## config.mk

```make
export PLATFORM = sky130hd
export DESIGN_NAME = sup_top
export DESIGN_NICKNAME = d
export VERILOG_FILES = /design/src/sup_pkg.sv /design/src/sup_sync.sv /design/src/sup_stage.sv /design/src/sup_top.sv
export SDC_FILE = /design/constraint.sdc
export NUM_CORES = 2
export LEC_CHECK = 0
export BUFFER_PORTS_ARGS = -buffer_cell sky130_fd_sc_hd__buf_2
export CORE_MARGIN = 1
export CORE_UTILIZATION = 56
export DETAILED_ROUTE_END_ITERATION = 10
export GPL_TIMING_DRIVEN = 1
export PLACE_DENSITY = 0.73
export SLEW_MARGIN = 10
export SYNTH_ARGS = -nofsm -noshare
export SYNTH_HDL_FRONTEND = slang
export SYNTH_SLANG_ARGS = --single-unit
```

## constraint.sdc

```tcl
create_clock -name i_clk -period 6.26 [get_ports i_clk]
set_input_delay 1.252 -clock i_clk [delete_from_list [all_inputs] [get_ports i_clk]]
set_output_delay 1.252 -clock i_clk [all_outputs]
set_load 0.005 [all_outputs]
```

## src/sup_pkg.sv

```systemverilog
// Constants, reset values and carrier types for the two-level fault supervisor
//
// Contract
// - Oil level low starts both stage timers
// - Oil level alarm action resets to none
// - Sensor not installed: no flags raised
// - Coolant flow low raises warning, alarm flags
// - Coolant flow resets 60 s, 180 s, none
// - Coolant over-temperature raises both flags; none
// - Booster motor over-temperature raises both flags
// - Booster motor resets 30 s, 60 s, stop
// - Booster oil over-temperature raises both flags
// - Booster oil resets 30 s, 60 s, none
// - Barrier gas low raises both flags
// - Barrier gas alarm action resets to none
// - Vibration thresholds, one shared delay, two stages
// - Vibration alarm action resets to emergency_off
// - Vessel pressure: two thresholds, delays, action
// - Vessel resets 5 s, 10 s, emergency_off
package sup_pkg;
    localparam int SUP_NCH = 8;
    localparam int SUP_DW = 16;
    localparam int SUP_AW = 12;
    // Channel indices
    localparam int SUP_CH_OIL_LEVEL = 0;
    localparam int SUP_CH_COOL_FLOW = 1;
    localparam int SUP_CH_COOL_TEMP = 2;
    localparam int SUP_CH_MOTOR_TEMP = 3;
    localparam int SUP_CH_OIL_TEMP = 4;
    localparam int SUP_CH_BARRIER = 5;
    localparam int SUP_CH_VIBRATION = 6;
    localparam int SUP_CH_VESSEL = 7;
    localparam int SUP_NDIG = 6;
    // Timing
    localparam longint SUP_CLK_HZ = 25000000;
    localparam int SUP_TICK_S = 1;
    localparam int SUP_SEC_CYCLES = int'(SUP_CLK_HZ * SUP_TICK_S);
    // Alarm actions
    typedef enum logic [1:0] {
        SUP_ACT_NONE = 2'h0,
        SUP_ACT_STOP_BOOSTER = 2'h1,
        SUP_ACT_EMERGENCY_OFF = 2'h3
    } sup_action_t;
    // Register byte offsets
    localparam logic [7:0] SUP_OFS_DELAY0 = 8'h00;
    localparam logic [7:0] SUP_OFS_CTRL0 = 8'h04;
    localparam int SUP_CH_STRIDE = 8;
    localparam logic [7:0] SUP_OFS_VIB_LVL = 8'h40;
    localparam logic [7:0] SUP_OFS_VES_LVL = 8'h44;
    localparam logic [7:0] SUP_OFS_STATUS = 8'h48;
    localparam logic [7:0] SUP_OFS_COND = 8'h4c;
    // Field positions
    localparam int SUP_F_WARN_LSB = 0;
    localparam int SUP_F_ALARM_LSB = 16;
    localparam int SUP_F_INST = 0;
    localparam int SUP_F_ACT_LSB = 1;
    localparam int SUP_F_STOP = 16;
    localparam int SUP_F_EMO = 17;
    // Reset values (delays in seconds)
    localparam logic [SUP_DW-1:0] SUP_WARN_RST [SUP_NCH] = '{
        16'h001e,
        16'h003c,
        16'h001e,
        16'h001e,
        16'h001e,
        16'h001e,
        16'h001e,
        16'h0005
    };
    localparam logic [SUP_DW-1:0] SUP_ALARM_RST [SUP_NCH] = '{
        16'h003c,
        16'h00b4,
        16'h003c,
        16'h003c,
        16'h003c,
        16'h003c,
        16'h003c,
        16'h000a
    };
    localparam sup_action_t SUP_ACT_RST [SUP_NCH] = '{
        SUP_ACT_NONE,
        SUP_ACT_NONE,
        SUP_ACT_NONE,
        SUP_ACT_STOP_BOOSTER,
        SUP_ACT_NONE,
        SUP_ACT_NONE,
        SUP_ACT_EMERGENCY_OFF,
        SUP_ACT_EMERGENCY_OFF
    };
    localparam logic SUP_INST_RST = 1'b1;
    localparam logic [SUP_AW-1:0] SUP_VIB_WARN_RST = 12'h400;
    localparam logic [SUP_AW-1:0] SUP_VIB_ALARM_RST = 12'h800;
    localparam logic [SUP_AW-1:0] SUP_VES_WARN_RST = 12'h400;
    localparam logic [SUP_AW-1:0] SUP_VES_ALARM_RST = 12'h800;
    // Flag carrier
    typedef struct packed {
        logic [SUP_NCH-1:0] alarm;
        logic [SUP_NCH-1:0] warn;
    } sup_flags_t;
endpackage

```

## src/sup_sync.sv

```systemverilog
// Three-stage pin synchroniser that accepts a change once stages two and three agree
`timescale 1ns/10ps
module sup_sync #(
    parameter int WIDTH = 6
) (
    input wire logic i_clk,
    input wire logic i_resetn,
    input wire logic [WIDTH-1:0] i_pin,
    output logic [WIDTH-1:0] o_level
);
    logic [WIDTH-1:0] s1;
    logic [WIDTH-1:0] s2;
    logic [WIDTH-1:0] s3;

    always_ff @(posedge i_clk) begin
        if (!i_resetn) begin
            s1 <= '0;
            s2 <= '0;
            s3 <= '0;
        end else begin
            s1 <= i_pin;
            s2 <= s1;
            s3 <= s2;
        end
    end

    always_ff @(posedge i_clk) begin
        if (!i_resetn) begin
            o_level <= '0;
        end else begin
            for (int i = 0; i < WIDTH; i++) begin
                if (s2[i] == s3[i]) begin
                    o_level[i] <= s3[i];
                end
            end
        end
    end
endmodule

```

## src/sup_stage.sv

```systemverilog
// One supervision stage: seconds delay timer and its flag
`timescale 1ns/10ps
module sup_stage (
    input wire logic i_clk,
    input wire logic i_resetn,
    input wire logic i_tick,
    input wire logic i_cond,
    input wire logic i_enable,
    input wire logic [sup_pkg::SUP_DW-1:0] i_delay,
    output logic o_flag
);
    logic [sup_pkg::SUP_DW-1:0] secs;
    logic active;
    logic expired;

    assign active = i_cond && i_enable;
    assign expired = secs >= i_delay;

    // Saturates at the programmed delay so a long fault never wraps
    always_ff @(posedge i_clk) begin
        if (!i_resetn) begin
            secs <= '0;
        end else if (!active) begin
            secs <= '0;
        end else if (i_tick && !expired) begin
            secs <= secs + 16'h0001;
        end
    end

    always_ff @(posedge i_clk) begin
        if (!i_resetn) begin
            o_flag <= 1'b0;
        end else begin
            o_flag <= active && expired;
        end
    end
endmodule

```

## src/sup_top.sv

```systemverilog
// Two-level fault supervisor: channel stages, seconds tick and Avalon-MM registers
//
// Decided for this implementation: the register offsets and the Avalon-MM register port.
`timescale 1ns/10ps
module sup_top #(
    parameter int SEC_CYCLES = sup_pkg::SUP_SEC_CYCLES
) (
    input wire logic i_clk,
    input wire logic i_resetn,
    // Avalon-MM slave
    input wire logic [7:0] i_address,
    input wire logic i_read,
    input wire logic i_write,
    input wire logic [31:0] i_writedata,
    input wire logic [3:0] i_byteenable,
    output logic [31:0] o_readdata,
    output logic o_waitrequest,
    // Sensors
    input wire logic [sup_pkg::SUP_NDIG-1:0] i_fault,
    input wire logic [sup_pkg::SUP_AW-1:0] i_vibration,
    input wire logic [sup_pkg::SUP_AW-1:0] i_vessel_pressure,
    // Handpad and actions
    output logic [sup_pkg::SUP_NCH-1:0] o_warn,
    output logic [sup_pkg::SUP_NCH-1:0] o_alarm,
    output logic o_stop_booster,
    output logic o_emergency_off
);
    localparam int TW = $clog2(SEC_CYCLES + 1);
    localparam int NCH = sup_pkg::SUP_NCH;
    localparam int NDIG = sup_pkg::SUP_NDIG;

    // ------------------------------------------------------------
    // Helpers
    // ------------------------------------------------------------
    function automatic logic [31:0] merge_be(input logic [31:0] old_v, input logic [31:0] new_v,
                                             input logic [3:0] be);
        logic [31:0] r;
        r = old_v;
        for (int b = 0; b < 4; b++) begin
            if (be[b]) begin
                r[8*b +: 8] = new_v[8*b +: 8];
            end
        end
        return r;
    endfunction

    function automatic logic [sup_pkg::SUP_DW-1:0] field16(input logic [31:0] v, input int lsb);
        return v[lsb +: sup_pkg::SUP_DW];
    endfunction

    // ------------------------------------------------------------
    // Seconds tick
    // ------------------------------------------------------------
    logic [TW-1:0] tick_cnt;
    logic tick;

    always_ff @(posedge i_clk) begin
        if (!i_resetn) begin
            tick_cnt <= '0;
            tick <= 1'b0;
        end else if (tick_cnt == TW'(SEC_CYCLES - 1)) begin
            tick_cnt <= '0;
            tick <= 1'b1;
        end else begin
            tick_cnt <= tick_cnt + TW'(1);
            tick <= 1'b0;
        end
    end

    // ------------------------------------------------------------
    // Configuration registers
    // ------------------------------------------------------------
    logic [31:0] delay_reg [NCH];
    logic [NCH-1:0] installed;
    sup_pkg::sup_action_t action [NCH];
    logic [sup_pkg::SUP_AW-1:0] vib_warn_lvl;
    logic [sup_pkg::SUP_AW-1:0] vib_alarm_lvl;
    logic [sup_pkg::SUP_AW-1:0] ves_warn_lvl;
    logic [sup_pkg::SUP_AW-1:0] ves_alarm_lvl;
    logic bus_take;
    logic [31:0] wr_merged;

    // Access completes on the edge where waitrequest is seen low
    assign bus_take = (i_read || i_write) && !o_waitrequest;

    always_comb begin
        wr_merged = 32'h0000_0000;
        for (int c = 0; c < NCH; c++) begin
            if (i_address == sup_pkg::SUP_OFS_DELAY0 + 8'(c * sup_pkg::SUP_CH_STRIDE)) begin
                wr_merged = merge_be(delay_reg[c], i_writedata, i_byteenable);
            end
        end
    end

    always_ff @(posedge i_clk) begin
        if (!i_resetn) begin
            for (int c = 0; c < NCH; c++) begin
                delay_reg[c] <= {sup_pkg::SUP_ALARM_RST[c], sup_pkg::SUP_WARN_RST[c]};
            end
        end else if (bus_take && i_write) begin
            for (int c = 0; c < NCH; c++) begin
                if (i_address == sup_pkg::SUP_OFS_DELAY0 + 8'(c * sup_pkg::SUP_CH_STRIDE)) begin
                    delay_reg[c] <= wr_merged;
                end
            end
        end
    end

    always_ff @(posedge i_clk) begin
        if (!i_resetn) begin
            for (int c = 0; c < NCH; c++) begin
                installed[c] <= sup_pkg::SUP_INST_RST;
                action[c] <= sup_pkg::SUP_ACT_RST[c];
            end
        end else if (bus_take && i_write && i_byteenable[0]) begin
            for (int c = 0; c < NCH; c++) begin
                if (i_address == sup_pkg::SUP_OFS_CTRL0 + 8'(c * sup_pkg::SUP_CH_STRIDE)) begin
                    installed[c] <= i_writedata[sup_pkg::SUP_F_INST];
                    action[c] <= sup_pkg::sup_action_t'(i_writedata[sup_pkg::SUP_F_ACT_LSB +: 2]);
                end
            end
        end
    end

    always_ff @(posedge i_clk) begin
        if (!i_resetn) begin
            vib_warn_lvl <= sup_pkg::SUP_VIB_WARN_RST;
            vib_alarm_lvl <= sup_pkg::SUP_VIB_ALARM_RST;
            ves_warn_lvl <= sup_pkg::SUP_VES_WARN_RST;
            ves_alarm_lvl <= sup_pkg::SUP_VES_ALARM_RST;
        end else if (bus_take && i_write) begin
            if (i_address == sup_pkg::SUP_OFS_VIB_LVL) begin
                vib_warn_lvl <= i_writedata[sup_pkg::SUP_F_WARN_LSB +: sup_pkg::SUP_AW];
                vib_alarm_lvl <= i_writedata[sup_pkg::SUP_F_ALARM_LSB +: sup_pkg::SUP_AW];
            end
            if (i_address == sup_pkg::SUP_OFS_VES_LVL) begin
                ves_warn_lvl <= i_writedata[sup_pkg::SUP_F_WARN_LSB +: sup_pkg::SUP_AW];
                ves_alarm_lvl <= i_writedata[sup_pkg::SUP_F_ALARM_LSB +: sup_pkg::SUP_AW];
            end
        end
    end

    // ------------------------------------------------------------
    // Fault conditions
    // ------------------------------------------------------------
    logic [NDIG-1:0] fault_level;
    logic [NCH-1:0] cond_warn;
    logic [NCH-1:0] cond_alarm;
    logic [sup_pkg::SUP_DW-1:0] warn_delay [NCH];
    logic [sup_pkg::SUP_DW-1:0] alarm_delay [NCH];

    sup_sync #(
        .WIDTH(NDIG)
    ) u_sync (
        .i_clk(i_clk),
        .i_resetn(i_resetn),
        .i_pin(i_fault),
        .o_level(fault_level)
    );

    // Digital channels feed both stages from one indication
    always_comb begin
        cond_warn = '0;
        cond_alarm = '0;
        cond_warn[NDIG-1:0] = fault_level;
        cond_alarm[NDIG-1:0] = fault_level;
        cond_warn[sup_pkg::SUP_CH_VIBRATION] = i_vibration > vib_warn_lvl;
        cond_alarm[sup_pkg::SUP_CH_VIBRATION] = i_vibration > vib_alarm_lvl;
        cond_warn[sup_pkg::SUP_CH_VESSEL] = i_vessel_pressure > ves_warn_lvl;
        cond_alarm[sup_pkg::SUP_CH_VESSEL] = i_vessel_pressure > ves_alarm_lvl;
    end

    always_comb begin
        for (int c = 0; c < NCH; c++) begin
            warn_delay[c] = field16(delay_reg[c], sup_pkg::SUP_F_WARN_LSB);
            alarm_delay[c] = field16(delay_reg[c], sup_pkg::SUP_F_ALARM_LSB);
        end
        // Vibration stages share the one delay value
        alarm_delay[sup_pkg::SUP_CH_VIBRATION] = warn_delay[sup_pkg::SUP_CH_VIBRATION];
    end

    // ------------------------------------------------------------
    // Stages
    // ------------------------------------------------------------
    sup_pkg::sup_flags_t flags;

    for (genvar g = 0; g < NCH; g++) begin : g_ch
        sup_stage u_warn (
            .i_clk(i_clk),
            .i_resetn(i_resetn),
            .i_tick(tick),
            .i_cond(cond_warn[g]),
            .i_enable(installed[g]),
            .i_delay(warn_delay[g]),
            .o_flag(flags.warn[g])
        );
        sup_stage u_alarm (
            .i_clk(i_clk),
            .i_resetn(i_resetn),
            .i_tick(tick),
            .i_cond(cond_alarm[g]),
            .i_enable(installed[g]),
            .i_delay(alarm_delay[g]),
            .o_flag(flags.alarm[g])
        );
    end

    // ------------------------------------------------------------
    // Flags and actions
    // ------------------------------------------------------------
    logic next_stop;
    logic next_emo;

    // Not-installed channels have no alarm, so their action is never applied
    always_comb begin
        next_stop = 1'b0;
        next_emo = 1'b0;
        for (int c = 0; c < NCH; c++) begin
            if (flags.alarm[c] && installed[c]) begin
                next_stop = next_stop || (action[c] == sup_pkg::SUP_ACT_STOP_BOOSTER);
                next_emo = next_emo || (action[c] == sup_pkg::SUP_ACT_EMERGENCY_OFF);
            end
        end
    end

    always_ff @(posedge i_clk) begin
        if (!i_resetn) begin
            o_warn <= '0;
            o_alarm <= '0;
            o_stop_booster <= 1'b0;
            o_emergency_off <= 1'b0;
        end else begin
            o_warn <= flags.warn;
            o_alarm <= flags.alarm;
            o_stop_booster <= next_stop;
            o_emergency_off <= next_emo;
        end
    end

    // ------------------------------------------------------------
    // Avalon-MM handshake and read data
    // ------------------------------------------------------------
    logic [31:0] next_rdata;

    always_comb begin
        next_rdata = 32'h0000_0000;
        for (int c = 0; c < NCH; c++) begin
            if (i_address == sup_pkg::SUP_OFS_DELAY0 + 8'(c * sup_pkg::SUP_CH_STRIDE)) begin
                next_rdata = delay_reg[c];
            end
            if (i_address == sup_pkg::SUP_OFS_CTRL0 + 8'(c * sup_pkg::SUP_CH_STRIDE)) begin
                next_rdata[sup_pkg::SUP_F_INST] = installed[c];
                next_rdata[sup_pkg::SUP_F_ACT_LSB +: 2] = action[c];
            end
        end
        case (i_address)
            sup_pkg::SUP_OFS_VIB_LVL: begin
                next_rdata[sup_pkg::SUP_F_WARN_LSB +: sup_pkg::SUP_AW] = vib_warn_lvl;
                next_rdata[sup_pkg::SUP_F_ALARM_LSB +: sup_pkg::SUP_AW] = vib_alarm_lvl;
            end
            sup_pkg::SUP_OFS_VES_LVL: begin
                next_rdata[sup_pkg::SUP_F_WARN_LSB +: sup_pkg::SUP_AW] = ves_warn_lvl;
                next_rdata[sup_pkg::SUP_F_ALARM_LSB +: sup_pkg::SUP_AW] = ves_alarm_lvl;
            end
            sup_pkg::SUP_OFS_STATUS: begin
                next_rdata[15:0] = {o_alarm, o_warn};
                next_rdata[sup_pkg::SUP_F_STOP] = o_stop_booster;
                next_rdata[sup_pkg::SUP_F_EMO] = o_emergency_off;
            end
            sup_pkg::SUP_OFS_COND: begin
                next_rdata[15:0] = {cond_alarm, cond_warn};
            end
            default: begin
            end
        endcase
    end

    // One wait cycle per access; unmapped reads return zero
    always_ff @(posedge i_clk) begin
        if (!i_resetn) begin
            o_waitrequest <= 1'b1;
            o_readdata <= 32'h0000_0000;
        end else if (bus_take) begin
            o_waitrequest <= 1'b1;
        end else if (i_read || i_write) begin
            o_waitrequest <= 1'b0;
            o_readdata <= i_read ? next_rdata : o_readdata;
        end
    end
endmodule

```

## Word level (Yosys, flattened, before mapping)

Memory sizes are Yosys's and may differ from the RTL's.
Index checks and enable logic that the tools add are counted.

- Add/sub/neg operators: 17
- Magnitude comparators: 20
- Equality and inequality tests: 42
- Multiplexer cells: 158
- Bitwise operators: 18
- Reduce and logical (&&, ||, !) cells: 109

Operators with widths:

| kind | count |
|---|---|
| $mux 32 | 24 |
| $add 16x1->16 const B | 16 |
| $ge 16x16->1 | 16 |
| $mux 8 | 32 |
| $mux 1 | 82 |
| $eq 8x6->1 const B | 8 |
| $logic_and 1x1->1 | 53 |
| $gt 12x12->1 | 4 |
| $pmux 12 s4 | 1 |
| $reduce_and 2->1 | 20 |
| $eq 8x5->1 const B | 4 |
| $eq 8x7->1 const B | 4 |
| $add 25x1->25 const B | 1 |
| $eq 25x25->1 const B | 1 |
| $mux 3 | 8 |
| $pmux 10 s2 | 1 |
| $logic_not 1->1 | 17 |
| $eq 2x1->1 const B | 8 |
| $eq 2x2->1 const B | 8 |
| $eq 8x4->1 const B | 2 |
| $mux 2 | 8 |
| $or 1x1->1 | 16 |
| $logic_or 1x1->1 | 15 |
| $eq 8x3->1 const B | 1 |
| 7 further kinds | 14 |

- Register bits after elaboration: 429
- Bits in writable memories: 272
- Input bits: 78
- Output and inout bits: 51
- Logic and storage cells: 427
- Memories kept: 2

Memories:

| memory | depth | width | read ports | clocked after memory_dff | wr ports | RTL line | RTL |
|---|---|---|---|---|---|---|---|
| delay_reg | 8 | 32 | 8 | 0 | 8 | sup_top.sv:73 | `logic [31:0] delay_reg [NCH];` |
| action | 8 | 2 | 8 | 0 | 8 | sup_top.sv:75 | `sup_pkg::sup_action_t action [NCH];` |

## Longest topological paths before layout

- Word-level depth: 18
- Gate-level depth with buffers: 11
- Mapped depth without buffers: 9

## Modules after synthesis

Synthesis repeated with hierarchy kept, for this count alone.

- Cell total of the unflattened synthesis: 4878
- Area total of the unflattened synthesis: 44281.2 um^2

By module, submodules not included:

| module | instances | cells an instance | area each (um^2) | seq. area each (um^2) |
|---|---|---|---|---|
| sup_stage at g_ch[0].u_alarm ... | 15 | 167 | 1418.9 | 340.3 |
| sup_top | 1 | 2164 | 21061.4 | 10830.4 |
| sup_stage at g_ch[6].u_warn | 1 | 147 | 1226.2 | 340.3 |
| sup_sync | 1 | 62 | 710.7 | 480.5 |

## Worst setup path after synthesis

Ideal clock, no wire load.

- Path type: input to register
- Start point: in i_address[1]
- End point: mem delay_reg[7][4] (netlist: delay_reg[1][100]), enable pin
- Setup time: 466 ps
- Data arrival time: 4639 ps
- Required time: 5794 ps
- Path slack: 1156 ps
- Stages on the path: 6
- Buffers on the path: 3
- Path through: buf_2 > nor4b_2 > buf_2 > nand2_1 > clkbuf_1 > o21ai_0

RTL lines:

| what | RTL line | RTL |
|---|---|---|
| start, declared | sup_top.sv:11 | `input wire logic [7:0] i_address,` |
| end, declared | sup_top.sv:73 |  |

==> flow_summary.yaml <==
run_status:
  status: "complete, no violations"
min_path:
  hold_depth: 1
  min_to: "o_warn[7]$_SDFF_PN0_"
  hp-start: "g_ch[7].u_warn.o_flag$_SDFF_PN0_"
  min_path_type: "flop to flop"
sta:
  fin_crit_ps: 4910
  fin_crit_sh_pct: 78.5
  slew_headroom_pct: 18.2
  final.setup.tns_ps: 0
  timing.fmax_mhz: 204
  grt_setup_unrepaired: "false"
  finClkSkew_ps: 22.0
  worst_pin_slew_ps: 1210
  final_max_slew_viol_count: 0
  setup_viol: 0
  hold_violations: 0
clocking:
  numCtsBuffers: 77
  cts_root_buf: "clkbuf_16"
  clock_sinks: 701
  postCtsSetupBuffers: 0
  clock_path_buffers: 3
  hold_buffers: 0
  cts.repair.resized: 0
  h-tree-depth: 3
  clkSlewWorstSetupHoldPaths_ps: 60
  clk_latency_ps: 640
  cts_tree: "built"
drt:
  routed_wl_um: 132000
  drt_iter0_markers: 4989
  vias: 34400
  wl_per_cell_um: 24.7
  detail-route-antenna-nets: 0
  drc: 0
  drt_pass1_iterations: 9
  viasPerCell: 6.43
power:
  intPower_mw: 7.88
  combPwrFrac_pct: 5.7
  peakVddDrop_mv: 0.228
  sequentialPowerShare_pct: 47.3
  swShare_pct: 23.8
  power_density_nw_per_um2: 242
  p_sw_mw: 2.46
  leakage_nw: 16.5
  p_total_mw: 10.3
  clkPwrFrac_pct: 47.0
job:
  cap_violations: 0
grt:
  grt_pass1_vias: 31600
  grt_usage_pct: 37.4
  antenna_found_initial: 3
  grt-ovfl-total: 0
  grt_pass1_wl_um: 198000
  grt_max_degree: 43
logic_synthesis:
  synth_edf_count: 272
  yosysWarnings: 0
  synth-seq-cells: 701
  synth_top_area_share_pct: 22.3
  ys_seq_area_share_pct: 43.5
  synth_top_family_by_area: "simple AND/OR/NAND/NOR gates"
  yosysTopAreaCell: "dfxtp_1"
  yosys.area_share.adder_pct: 10.4
  synthTopCellsByArea: "dfxtp_1 22%, edfxtp_1 21%, ha_1 10%"
  synthFlopType: "dfxtp_1"
  synthArstFlopShare_pct: 0
  netlist_area_um2: 38600
  synthXorXnorAreaFrac_pct: 4.32
  syn_inst: 4329
  syn_area_per_cell_um2: 8.91
  yosysUniqueCellTypes: 93
  synth_nets: 4728
  synth-simple-area-share_pct: 20.1
  synth_mux_area_share_pct: 1.85
  synth-compound-area-share_pct: 14.6
final_layout:
  area_growth_pct: 10.9
  nFillCells: 5681
  nNetsFinal: 4804
  largest_reg_flops: 256
  layout_common_cells: "508 x nor2_1, 458 x nand2_1, 429 x dfxtp_1"
  fin_area_um2: 42800
  layout-drive-gt1-share_pct: 8.57
  final_common_cell: "nor2_1"
  instances_no_fill: 5343
worst_setup_path:
  endpoint_kind: "flop"
  r2r_end: "g_ch[4].u_warn.secs[13]$_SDFFE_PN0P_"
  crit_required_ps: 6610
  arrival_ps: 5260
  rrSetupSlack_ps: 2900
  cp_max_fo: 37
  start_kind: "primary input"
  worstRegToRegCells: 9
  reg2reg_from: "delay_reg[1][10]$_SDFFCE_PN0P_"
  crit_start: "i_address[4]"
  worstSetupPathType: "primary input to flop"
placement:
  portBuffers: 128
  gp_congestion: 1.08
  post_dp_cell_area_um2: 40100
  dp.cells: 5199
  hpwl_um: 99100
die:
  dieArea_um2: 69900
  rows: 95
  core-area_um2: 67600
  initial_core_util_pct: 57.0
  die-height_um: 264
  die_w_um: 264
  io_pins: 129
power groups by stage:
stage / combinational, mW / sequential (mW) / clock [mW]
finish: 0.589 / 4.90 / 4.86
global route: 0.619 / 4.90 / 5.05
CTS: 0.564 / 4.89 / 4.86
detailed placement: 0.561 / 4.99 / 0
global placement: 0.555 / 4.99 / 0
floorplan: 0.319 / 4.94 / 0
cells by family after synthesis:
family / count (synthesis)
and+or+nand+nor: 1638
AOI/OAI and AO/OA: 892
DFF: 701
buffers and inverters: 522
adders and majority gates: 321
xor gates and xnor gates: 190
muxes: 65
cells in the mapped netlist (22+ instances only):
| master | n |
|---|---|
| ha_1 | 321 |
| o21ai_0 | 208 |
| o21a_1 | 23 |
| edfxtp_1 | 272 |
| and2_1 | 55 |
| clkbuf_1 | 127 |
| nand2b_1 | 22 |
| nor2b_1 | 25 |
| o31ai_1 | 22 |
| dfxtp_1 | 429 |
| mux2i_1 | 51 |
| xor2_1 | 95 |
| xnor2_1 | 95 |
| a31oi_1 | 36 |
| nor2_1 | 511 |
| o211ai_1 | 39 |
| a21oi_1 | 295 |
| or3_1 | 60 |
| nor4_1 | 44 |
| a21o_1 | 30 |
| o22ai_1 | 28 |
| inv_1 | 335 |
| and4_1 | 24 |
| buf_2 | 35 |
| a211oi_1 | 24 |
| nand2_1 | 460 |
| and3_1 | 63 |
| nor3_1 | 54 |
| nand4_1 | 94 |
| nand3_1 | 159 |
how the worst max path moves through the flow:
stage	endpoint	slack [ps]
2_1_floorplan	delay_reg[1][100]$_SDFFCE_PN0P_	1160
3_3_place_gp	delay_reg[0][89]$_SDFFCE_PN0P_	1290
3_5_place_dp	delay_reg[1][25]$_SDFFCE_PN0P_	1230
4_1_cts	delay_reg[0][121]$_SDFFCE_PN0P_	1820
5_1_grt	delay_reg[0][89]$_SDFFCE_PN0P_	1480
6_report	delay_reg[0][121]$_SDFFCE_PN0P_	1350
critical path: stages:
cell	delay [ps]
buf_2	680
or4b_2	650
nor2_1	100
buf_4	250
a222oi_1	790
o211ai_1	450
o21ai_1	890
nor2_1	130
stage by stage:
step                      util, %  hold WS (ps)  worst slack, ps
after floorplan                 -           412             1160
after global placement       59.3           416             1290
after detailed placement     59.3           420             1230
after CTS                    63.2           430             1820
after global routing         63.2           446             1480
final                        63.2           432             1350
layer usage:
layer  global-route usage (%)  share of wire, %  up-vias
met2                     55.1                42     2139
met4                     19.7               6.1        4
li1                         -                 -    15600
met1                     50.6                39    16200
met5                   0.0693             0.020        -
met3                     9.61                13      434
final cells by class:
cell class	instances	area, µm²	share of cell area [%]
Multi-Input combinational cell	3106	19900	46.5
Sequential cell	701	16800	39.2
Clock buffer	106	2230	5.21
Inverter	337	1270	2.96
Tap cell	873	1090	2.55
Timing Repair Buffer	182	1090	2.54
Clock inverter	36	440	1.03
Antenna cell	2	5.00	0.0117
Power figures use the tool's default switching activity.
